### config.mk
export PLATFORM = sky130hd
export DESIGN_NAME = asr_receiver
export DESIGN_NICKNAME = d
export VERILOG_FILES = /design/src/design/asr_pkg.sv /design/src/design/asr_fifo.sv /design/src/design/asr_receiver.sv
export SDC_FILE = /design/constraint.sdc
export NUM_CORES = 1
export LEC_CHECK = 0
export ABC_AREA = 1
export BUFFER_PORTS_ARGS = -buffer_cell sky130_fd_sc_hd__clkbuf_2
export CORE_MARGIN = 5
export CORE_UTILIZATION = 50
export CTS_CLUSTER_SIZE = 25
export DETAILED_ROUTE_END_ITERATION = 10
export HOLD_SLACK_MARGIN = 0.02
export PLACE_DENSITY_LB_ADDON = 0.12
export RECOVER_POWER = 25
export SYNTH_ARGS = -nofsm -noshare
export SYNTH_HDL_FRONTEND = slang
export SYNTH_SLANG_ARGS = --single-unit
### constraint.sdc
create_clock -name clk -period 3.3 [get_ports clk]
set_input_delay 0.495 -clock clk [delete_from_list [all_inputs] [get_ports clk]]
set_output_delay 0.495 -clock clk [all_outputs]
set_load 0.01 [all_outputs]
### src/design/asr_pkg.sv
// Shared constants and carriers for the serial receiver and its status logic.
// Assumes a single 20 MHz clock and software accesses delivered as one-cycle pulses.
package asr_pkg;

  // ==========================================================
  // Oversampling and frame
  localparam int SLOTS = 16;
  localparam logic [4:0] SLOT_FIRST = 5'h01;
  localparam logic [4:0] SLOT_LAST = 5'h10;
  localparam logic [4:0] SLOT_START_A = 5'h03;
  localparam logic [4:0] SLOT_START_B = 5'h05;
  localparam logic [4:0] SLOT_START_C = 5'h07;
  localparam logic [4:0] SLOT_BIT_A = 5'h08;
  localparam logic [4:0] SLOT_BIT_B = 5'h09;
  localparam logic [4:0] SLOT_BIT_C = 5'h0a;
  localparam logic [4:0] SLOT_EARLY = 5'h04;
  localparam logic [3:0] DATA_BITS8 = 4'h8;
  localparam logic [3:0] DATA_BITS9 = 4'h9;
  localparam int FRAME_BITS8 = 10;
  localparam int FRAME_BITS9 = 11;
  localparam logic [7:0] IDLE_TICKS8 = 8'(SLOTS * FRAME_BITS8);
  localparam logic [7:0] IDLE_TICKS9 = 8'(SLOTS * FRAME_BITS9);
  localparam logic [2:0] HIST_HIGH = 3'h7;

  // ==========================================================
  // Widths and reset values
  localparam int DIV_W = 13;
  localparam int CHAR_W = 9;
  localparam int FIFO_DEPTH = 16;
  localparam logic TX_EMPTY_RST = 1'b1;
  localparam logic TX_DONE_RST = 1'b1;

  // ==========================================================
  // Carriers
  typedef struct packed {
    logic ninth;
    logic [7:0] data;
  } asr_char_t;

  typedef struct packed {
    logic full;
    logic idle;
    logic overrun;
    logic noise;
    logic framing;
    logic parity;
  } asr_flags_t;

  typedef struct packed {
    logic rxFull;
    logic idle;
    logic overrun;
    logic noise;
    logic framing;
    logic parity;
    logic txEmpty;
    logic txDone;
  } asr_irq_en_t;

endpackage : asr_pkg

### src/design/asr_fifo.sv
// Synchronous FIFO with valid/ready on both sides.
// Assumes one clock; depth is a power of two.
`timescale 1ns/10ps
module asr_fifo
#(
  parameter int WIDTH = 9,
  parameter int DEPTH = 16
)
(
  // Clock and reset
  input wire logic clk,
  input wire logic rstn,
  // Fill side
  input wire logic inValid,
  output logic inReady,
  input wire logic [WIDTH-1:0] inData,
  // Drain side
  output logic outValid,
  input wire logic outReady,
  output logic [WIDTH-1:0] outData
);

  localparam int AW = $clog2(DEPTH);

  logic [WIDTH-1:0] mem [DEPTH];
  logic [AW:0] wrPtr_r, wrPtr_nxt;
  logic [AW:0] rdPtr_r, rdPtr_nxt;
  logic push, pop;

  always_comb
  begin
    inReady = (wrPtr_r - rdPtr_r) != (AW+1)'(DEPTH);
    outValid = wrPtr_r != rdPtr_r;
    push = inValid && inReady;
    pop = outValid && outReady;
    wrPtr_nxt = push ? wrPtr_r + 1'b1 : wrPtr_r;
    rdPtr_nxt = pop ? rdPtr_r + 1'b1 : rdPtr_r;
  end

  assign outData = mem[rdPtr_r[AW-1:0]];

  always_ff @(posedge clk or negedge rstn)
  begin
    if (!rstn)
    begin
      wrPtr_r <= '0;
      rdPtr_r <= '0;
    end
    else
    begin
      wrPtr_r <= wrPtr_nxt;
      rdPtr_r <= rdPtr_nxt;
    end
  end

  // Storage needs no reset; empty pointers hide stale words
  always_ff @(posedge clk)
  begin
    if (push)
      mem[wrPtr_r[AW-1:0]] <= inData;
  end

endmodule : asr_fifo

### src/design/asr_receiver.sv
// Receive side of an asynchronous serial unit with its status flags and interrupt requests.
// Assumes software register accesses arrive as one-cycle pulses on the clk domain.
`timescale 1ns/10ps
module asr_receiver
  import asr_pkg::*;
(
  // Clock and reset
  input wire logic clk,
  input wire logic rstn,
  // Serial line
  input wire logic serialIn,
  // Configuration
  input wire logic receiverOn,
  input wire logic [DIV_W-1:0] baudDivisor,
  input wire logic nineBitMode,
  input wire logic wakeAddrMark,
  input wire logic idleCountType,
  input wire logic parityOn,
  input wire logic parityOddSel,
  input wire asr_irq_en_t irqEnable,
  // Software accesses, one-cycle pulses
  input wire logic statusRead,
  input wire logic dataRead,
  input wire logic ninthRead,
  input wire logic sleepWrite,
  // Transmitter hooks
  input wire logic txDataWrite,
  input wire logic txShiftLoad,
  input wire logic txNinthBit,
  input wire logic txLineIdle,
  // Receive buffer and status
  output asr_char_t rxChar,
  output asr_flags_t rxFlags,
  output logic rxSleep,
  output logic txEmptyFlag,
  output logic txDoneFlag,
  output logic txShiftNinth,
  // Interrupt requests
  output logic txIrq,
  output logic rxIrq,
  output logic errIrq,
  // Received character stream
  output logic streamValid,
  input wire logic streamReady,
  output asr_char_t streamChar
);

  typedef enum logic [0:0] {ST_HUNT, ST_FRAME} asr_state_t;

  function automatic logic majority(input logic [2:0] v);
    majority = (v[0] & v[1]) | (v[0] & v[2]) | (v[1] & v[2]);
  endfunction : majority

  // ==========================================================
  // Input synchroniser and baud divider
  logic sync1_r, sync2_r;
  logic [DIV_W-1:0] divCnt_r, divCnt_nxt;
  logic tick;

  always_comb
  begin
    tick = 1'b0;
    divCnt_nxt = '0;
    if (receiverOn && baudDivisor != '0)
    begin
      // Compare as at-or-above so a divisor lowered mid-count does not run the counter to wrap
      if (divCnt_r >= baudDivisor - 1'b1)
        tick = 1'b1;
      else
        divCnt_nxt = divCnt_r + 1'b1;
    end
  end

  always_ff @(posedge clk or negedge rstn)
  begin
    if (!rstn)
    begin
      sync1_r <= 1'b1;
      sync2_r <= 1'b1;
      divCnt_r <= '0;
    end
    else
    begin
      sync1_r <= serialIn;
      sync2_r <= sync1_r;
      divCnt_r <= divCnt_nxt;
    end
  end

  // ==========================================================
  // Sampling and shifting
  asr_state_t state_r, state_nxt;
  logic [2:0] hist_r, hist_nxt;
  logic [4:0] slot_r, slot_nxt;
  logic [3:0] bitIdx_r, bitIdx_nxt;
  logic [2:0] vote_r, vote_nxt;
  logic [CHAR_W-1:0] shift_r, shift_nxt;
  logic noise_r, noise_nxt;
  logic [3:0] dataBits;
  logic smp, edgeSeen, bitVal, frameDone, frameStopBad, frameBreak;
  logic [4:0] slotNew;

  always_comb
  begin
    smp = sync2_r;
    dataBits = nineBitMode ? DATA_BITS9 : DATA_BITS8;
    state_nxt = state_r;
    hist_nxt = hist_r;
    slot_nxt = slot_r;
    bitIdx_nxt = bitIdx_r;
    vote_nxt = vote_r;
    shift_nxt = shift_r;
    noise_nxt = noise_r;
    edgeSeen = !smp && hist_r == HIST_HIGH;
    bitVal = majority({vote_r[1:0], smp});
    frameDone = 1'b0;
    frameStopBad = 1'b0;
    frameBreak = 1'b0;
    slotNew = (slot_r == SLOT_LAST) ? SLOT_FIRST : slot_r + 1'b1;
    if (!receiverOn)
    begin
      state_nxt = ST_HUNT;
      hist_nxt = '0;
    end
    else if (tick)
    begin
      hist_nxt = {hist_r[1:0], smp};
      unique case (state_r)
        ST_HUNT:
        begin
          if (edgeSeen)
          begin
            state_nxt = ST_FRAME;
            slot_nxt = SLOT_FIRST;
            bitIdx_nxt = '0;
            noise_nxt = 1'b0;
            shift_nxt = '0;
          end
        end
        ST_FRAME:
        begin
          // Realign only near bit boundaries so mid-bit glitches do not slip the frame
          if (edgeSeen && bitIdx_r != '0 && (slotNew > SLOT_BIT_C || slotNew < SLOT_EARLY))
            slotNew = SLOT_FIRST;
          slot_nxt = slotNew;
          if (bitIdx_r == '0)
          begin
            if (slotNew == SLOT_START_A)
              vote_nxt[0] = smp;
            else if (slotNew == SLOT_START_B)
              vote_nxt[1] = smp;
            else if (slotNew == SLOT_START_C)
            begin
              if (majority({vote_r[1:0], smp}))
                state_nxt = ST_HUNT;
              else if (vote_r[0] | vote_r[1] | smp)
                noise_nxt = 1'b1;
            end
            else if (slotNew >= SLOT_BIT_A && slotNew <= SLOT_BIT_C)
            begin
              // Start bit stays low whatever these samples show
              if (smp)
                noise_nxt = 1'b1;
              if (slotNew == SLOT_BIT_C)
                bitIdx_nxt = 4'h1;
            end
          end
          else if (slotNew == SLOT_BIT_A)
            vote_nxt[0] = smp;
          else if (slotNew == SLOT_BIT_B)
            vote_nxt[1] = smp;
          else if (slotNew == SLOT_BIT_C)
          begin
            if (!(vote_r[0] == smp && vote_r[1] == smp))
              noise_nxt = 1'b1;
            if (bitIdx_r <= dataBits)
            begin
              shift_nxt[bitIdx_r - 1'b1] = bitVal;
              bitIdx_nxt = bitIdx_r + 1'b1;
            end
            else
            begin
              frameDone = 1'b1;
              frameStopBad = !bitVal;
              frameBreak = !bitVal && shift_r == '0;
              state_nxt = ST_HUNT;
              if (frameStopBad && !frameBreak)
                hist_nxt = HIST_HIGH;
            end
          end
        end
      endcase
    end
  end

  always_ff @(posedge clk or negedge rstn)
  begin
    if (!rstn)
    begin
      state_r <= ST_HUNT;
      hist_r <= '0;
      slot_r <= SLOT_FIRST;
      bitIdx_r <= '0;
      vote_r <= '0;
      shift_r <= '0;
      noise_r <= 1'b0;
    end
    else
    begin
      state_r <= state_nxt;
      hist_r <= hist_nxt;
      slot_r <= slot_nxt;
      bitIdx_r <= bitIdx_nxt;
      vote_r <= vote_nxt;
      shift_r <= shift_nxt;
      noise_r <= noise_nxt;
    end
  end

  // ==========================================================
  // Idle-line detection
  logic [7:0] idleCnt_r, idleCnt_nxt;
  logic [7:0] idleTicks;
  logic idleHit;

  always_comb
  begin
    idleTicks = nineBitMode ? IDLE_TICKS9 : IDLE_TICKS8;
    idleCnt_nxt = idleCnt_r;
    idleHit = 1'b0;
    if (!receiverOn)
      idleCnt_nxt = '0;
    else if (tick)
    begin
      // Any low sample clears the count; type 1 also holds it through the frame
      if (!smp || (idleCountType && state_r == ST_FRAME))
        idleCnt_nxt = '0;
      else if (idleCnt_r < idleTicks)
      begin
        idleCnt_nxt = idleCnt_r + 1'b1;
        idleHit = idleCnt_r == idleTicks - 1'b1;
      end
    end
  end

  always_ff @(posedge clk or negedge rstn)
  begin
    if (!rstn)
      idleCnt_r <= '0;
    else
      idleCnt_r <= idleCnt_nxt;
  end

  // ==========================================================
  // Receive buffer, flags and clearing sequence
  asr_char_t buf_r, buf_nxt;
  asr_flags_t flags_r, flags_nxt;
  logic sleep_r, sleep_nxt;
  logic idleArm_r, idleArm_nxt;
  logic clrArm_r, clrArm_nxt;
  logic gotData_r, gotData_nxt;
  logic gotNinth_r, gotNinth_nxt;
  logic fifoReady, charMsb, parityBad, addrWake, sleeping, bufBusy, accept, clrDone;
  asr_char_t newChar;

  always_comb
  begin
    newChar.ninth = nineBitMode ? shift_r[8] : 1'b0;
    newChar.data = shift_r[7:0];
    charMsb = nineBitMode ? shift_r[8] : shift_r[7];
    parityBad = parityOn && ((^shift_r[7:0] ^ newChar.ninth) != parityOddSel);
    addrWake = frameDone && sleep_r && wakeAddrMark && charMsb;
    sleeping = sleep_r && !addrWake;
    // FIFO back-pressure counts as a full buffer
    bufBusy = flags_r.full || !fifoReady;
    accept = frameDone && !sleeping && !flags_r.framing && !bufBusy;
    buf_nxt = buf_r;
    flags_nxt = flags_r;
    sleep_nxt = sleep_r;
    idleArm_nxt = idleArm_r;
    clrArm_nxt = clrArm_r;
    gotData_nxt = gotData_r;
    gotNinth_nxt = gotNinth_r;
    clrDone = 1'b0;

    // Status read arms, data (and ninth in 9-bit mode) reads complete it
    if (statusRead && (flags_r.full || flags_r.idle))
      clrArm_nxt = 1'b1;
    if (clrArm_r && dataRead)
      gotData_nxt = 1'b1;
    if (clrArm_r && ninthRead)
      gotNinth_nxt = 1'b1;
    if (clrArm_r && gotData_nxt && (!nineBitMode || gotNinth_nxt))
    begin
      clrDone = 1'b1;
      clrArm_nxt = 1'b0;
      gotData_nxt = 1'b0;
      gotNinth_nxt = 1'b0;
      flags_nxt = '0;
    end

    // Hardware sets follow the clear so a same-cycle event wins
    if (frameDone && !sleeping && !flags_r.framing && bufBusy)
      flags_nxt.overrun = 1'b1;
    if (accept)
    begin
      buf_nxt = newChar;
      flags_nxt.full = 1'b1;
      flags_nxt.noise = noise_r;
      flags_nxt.framing = frameStopBad;
      flags_nxt.parity = parityBad;
      idleArm_nxt = 1'b1;
    end
    if (idleHit && !sleep_r && idleArm_r)
    begin
      flags_nxt.idle = 1'b1;
      idleArm_nxt = 1'b0;
    end

    if (addrWake || (idleHit && sleep_r && !wakeAddrMark))
      sleep_nxt = 1'b0;
    if (sleepWrite)
      sleep_nxt = 1'b1;
  end

  always_ff @(posedge clk or negedge rstn)
  begin
    if (!rstn)
    begin
      buf_r <= '0;
      flags_r <= '0;
      sleep_r <= 1'b0;
      idleArm_r <= 1'b1;
      clrArm_r <= 1'b0;
      gotData_r <= 1'b0;
      gotNinth_r <= 1'b0;
    end
    else
    begin
      buf_r <= buf_nxt;
      flags_r <= flags_nxt;
      sleep_r <= sleep_nxt;
      idleArm_r <= idleArm_nxt;
      clrArm_r <= clrArm_nxt;
      gotData_r <= gotData_nxt;
      gotNinth_r <= gotNinth_nxt;
    end
  end

  // ==========================================================
  // Transmit status flags
  logic txEmpty_r, txEmpty_nxt;
  logic txDone_r, txDone_nxt;
  logic txNinth_r, txNinth_nxt;

  always_comb
  begin
    txEmpty_nxt = txEmpty_r;
    txDone_nxt = txDone_r;
    txNinth_nxt = txNinth_r;
    if (txDataWrite)
    begin
      txEmpty_nxt = 1'b0;
      txDone_nxt = 1'b0;
    end
    if (txShiftLoad)
    begin
      txEmpty_nxt = 1'b1;
      txNinth_nxt = nineBitMode ? txNinthBit : 1'b0;
    end
    if (txLineIdle && txEmpty_r && !txDataWrite)
      txDone_nxt = 1'b1;
  end

  always_ff @(posedge clk or negedge rstn)
  begin
    if (!rstn)
    begin
      txEmpty_r <= TX_EMPTY_RST;
      txDone_r <= TX_DONE_RST;
      txNinth_r <= 1'b0;
    end
    else
    begin
      txEmpty_r <= txEmpty_nxt;
      txDone_r <= txDone_nxt;
      txNinth_r <= txNinth_nxt;
    end
  end

  // ==========================================================
  // Character stream
  asr_fifo #(.WIDTH(CHAR_W), .DEPTH(FIFO_DEPTH)) asr_fifo_inst (
    .clk(clk),
    .rstn(rstn),
    .inValid(accept),
    .inReady(fifoReady),
    .inData(newChar),
    .outValid(streamValid),
    .outReady(streamReady),
    .outData(streamChar)
  );

  // ==========================================================
  // Outputs and requests
  assign rxChar = buf_r;
  assign rxFlags = flags_r;
  assign rxSleep = sleep_r;
  assign txEmptyFlag = txEmpty_r;
  assign txDoneFlag = txDone_r;
  assign txShiftNinth = txNinth_r;
  assign txIrq = (txEmpty_r && irqEnable.txEmpty) || (txDone_r && irqEnable.txDone);
  assign rxIrq = (flags_r.full && irqEnable.rxFull) || (flags_r.idle && irqEnable.idle);
  assign errIrq = (flags_r.overrun && irqEnable.overrun) || (flags_r.noise && irqEnable.noise)
    || (flags_r.framing && irqEnable.framing) || (flags_r.parity && irqEnable.parity);

endmodule : asr_receiver

==> results_dict.tcl <==
set metrics [dict create \
    status "finished, violations left" \
    violations "capacitance limit, slew limit" \
    rrSetupSlack_ns 0.26 \
    n_antenna_cell 0 \
    nets 1288 \
    path_cells "clkbuf_2 -> nor2_1 -> nand3_1 -> nor3_2 -> nand2_1 -> nor3_1 -> xnor2_1 -> ha_1 -> nand2_1 -> o21ai_0 -> a21oi_1 -> nand3_1 -> nand2_2 -> nor2_4 -> o2111ai_2 -> nor2_4 -> buf_12 -> nand2_8 -> nor2_2" \
    finClkSkew_ns 0.0220 \
    drt_iter0_drc 520 \
    use_met3 0.0328 \
    rsz0062_at_grt "false" \
    postSynthAreaPerCell_um2 10.0 \
    clkLatencyLatePin_ns 0.52 \
    portBuffers 70 \
    worst_pin_slew_ns 1.75 \
    netlist_top_cells_area "edfxtp_1, dfrtp_1, nor2_1" \
    place_area_um2 12100 \
    slew_viol_final 34 \
    netlist_area_um2 10900 \
    num_rows 54 \
    num_vias 8051 \
    relSlewSlack -0.169 \
    hold_class "primary input to asynchronous set/reset pin" \
    cellLeakagePower_uw 0.00493 \
    initial_core_util 0.505 \
    grt-busiest-layer "met2" \
    antenna_found_initial 0 \
    power_density_nw_per_um2 586 \
    grtUsageMet2 0.340 \
    yosysTopAreaCellShare 0.396 \
    htreeDepth 1 \
    fp.dieW_um 158 \
    wl_per_cell_um 16.8 \
    worstSetupPathType "primary input to flip-flop" \
    cts.sinks 225 \
    ant_nets 0 \
    cts-root-buf "clkbuf_16" \
    dp_hpwl_mm 17.3 \
    ctsHoldBuffers 0 \
    fin_crit_ns 3.08 \
    first_pass_iters 5 \
    cts_buffer_depth 3 \
    path_max_fanout 8 \
    critical_path.slowest_cell "ha_1" \
    synth_warnings 0 \
    grt_pass1_wl_mm 40.5 \
    r2r_cells 15 \
    fin_setup_tns_ns 0 \
    wl_mm 25.3 \
    syn_nets 1166 \
    post-route-util 0.600 \
    report.final.hold_viol_count 0 \
    clk_pin_slew_ns 0.06 \
    design.die.area_um2 24900 \
    crit_path_start_kind "primary input" \
    ys_types 48 \
    design_area_um2 13000 \
    drive_gt1_frac 0.198 \
    peakVddDrop_v 0.000449 \
    synth_top_area_cell "edfxtp_1" \
    die_h_um 158 \
    yosysSeqAreaShare 0.583 \
    areaGrowthSynthToFinish_pct 18.9 \
    fillers 1882 \
    setup_violations 0 \
    grt_max_degree 74 \
    cp.required_ns 3.50 \
    io_pins 71 \
    coreArea_um2 21600 \
    cts_buffers 24 \
    fin_hold_ws_ns 0.00720 \
    crit_start "baudDivisor[1]" \
    drv_cap 1 \
    gr-total-overflow 0 \
    ys_ff_latch 225 \
    r2r_start "slot_r[0]" \
    drc 0 \
    crit_arrival_ns 3.27 \
    fmax_ghz 0.325 \
    grt_pass1_vias 8017 \
    slowest_delay_ns 0.29 \
    worstSetupEndpointType "flip-flop" \
    post-route-period-util 0.932 \
    place_congestion 0.826 \
    drt-vias-per-instance 5.34 \
    grt_usage 0.202 \
    cts_tree "done" \
    r2r_end "asr_fifo_inst.mem[10][7]" \
    grt.met1_usage 0.277 \
    synth_cells 1087 \
]
[Yosys cell counts, drive strengths merged]
library cell	n
a21oi	23
nor2	160
o21a	1
nand3	63
buf	4
clkinv	3
and2	1
nand3b	2
nor3	19
a22oi	1
nor3b	5
o221ai	17
clkbuf	29
a21boi	1
xnor2	10
o211ai	1
o21bai	3
ha	40
nor4	2
a22o	2
xor2	23
nand4	15
edfxtp	144
o22ai	24
a21o	2
or2	3
dfstp	6
inv	114
o2111ai	2
o21ai	131
dfrtp	75
a31oi	1
nand2	160
[layout make-up]
| cell class | count | area [um2] | share of cell area |
|---|---|---|---|
| Timing Repair Buffer | 122 | 816 | 0.0629 |
| Tap cell | 280 | 350 | 0.0270 |
| Multi-Input combinational cell | 719 | 4210 | 0.324 |
| Sequential cell | 225 | 6360 | 0.490 |
| Clock buffer | 30 | 653 | 0.0504 |
| Inverter | 117 | 443 | 0.0342 |
| Clock inverter | 14 | 140 | 0.0108 |
[layer usage]
metal / wire length, um / vias up
met3: 1390 / 37
met2: 12200 / 213
met1: 11200 / 3801
met5: 0 / -
met4: 505 / 0
li1: - / 4000
[worst max-delay path by stage]
| stage | to | slack, ns | cells past startpoint |
|---|---|---|---|
| after CTS | asr_fifo_inst.mem[8][8] | 0.06 | 18 |
| after global routing | asr_fifo_inst.mem[8][3] | 0.03 | 20 |
| after detailed placement | asr_fifo_inst.mem[8][3] | -0.47 | 18 |
| after floorplan | asr_fifo_inst.mem[4][0] | -0.07 | 18 |
| final | asr_fifo_inst.mem[10][7] | 0.22 | 19 |
| after global placement | asr_fifo_inst.mem[8][3] | -0.37 | 18 |
[critical path: cells and delay by family]
kind,cells,cell delay [ns]
xor gates and xnor gates,1,0.10
buffers and inverters,2,0.27
adders and majority gates,1,0.29
and+or+nand+nor,12,1.70
AOI/OAI and AO/OA,3,0.40
[cells in the final DEF (no fill, tap or decap), types with 15 or more instances in the layout]
cell type / n
nand2_1: 146
edfxtp_1: 144
nor2_1: 139
inv_1: 106
o21ai_0: 103
dfrtp_1: 74
clkbuf_2: 69
nand3_1: 55
buf_4: 42
ha_1: 39
o22ai_1: 24
clkbuf_16: 24
xor2_1: 22
a21oi_1: 22
nor2_4: 20
o21ai_1: 18
o221ai_1: 17
nor3_1: 15
[state kept, by name, summed over array words and instances, names as in the netlist, 4 cells and up]
name,cells
asr_fifo_inst.mem,144
asr_fifo_inst.rdPtr_r,5
asr_fifo_inst.wrPtr_r,5
bitIdx_r,4
divCnt_r,13
idleCnt_r,8
rxChar,9
rxFlags,6
shift_r,9
slot_r,5
[power breakdown]
| group | internal, uW | switching, uW |
|---|---|---|
| Sequential | 3040 | 50.9 |
| Clock | 1570 | 1110 |
| Combinational | 581 | 1250 |
| Total | 5190 | 2410 |
[kinds of logic (layout without fill, tap and decap cells)]
| logic type | count (synthesis) | count (layout) | synth area share |
|---|---|---|---|
| AOI/OAI and AO/OA | 209 | 209 | 0.112 |
| xor gates and xnor gates | 33 | 33 | 0.0272 |
| buffers and inverters | 150 | 283 | 0.0538 |
| DFF | 225 | 225 | 0.583 |
| adders and majority gates | 40 | 40 | 0.0459 |
| and+or+nand+nor | 430 | 437 | 0.178 |
[repair_timing]
action	4_1_cts	5_1_grt
setup endpoints to repair	0	144
buffers inserted	0	1
gates resized for setup	0	6
[through the flow]
step / total power, uW / std cells / setup WS, ns
after CTS: 7660 / 1499 / 0.0592
after global placement: 4970 / 1455 / -0.367
after floorplan: 4350 / 1087 / -0.0741
after detailed placement: 4980 / 1455 / -0.472
final: 7600 / 1507 / 0.223
after global routing: 8020 / 1507 / 0.0330
Note: power is estimated with default switching activity, not from simulation.
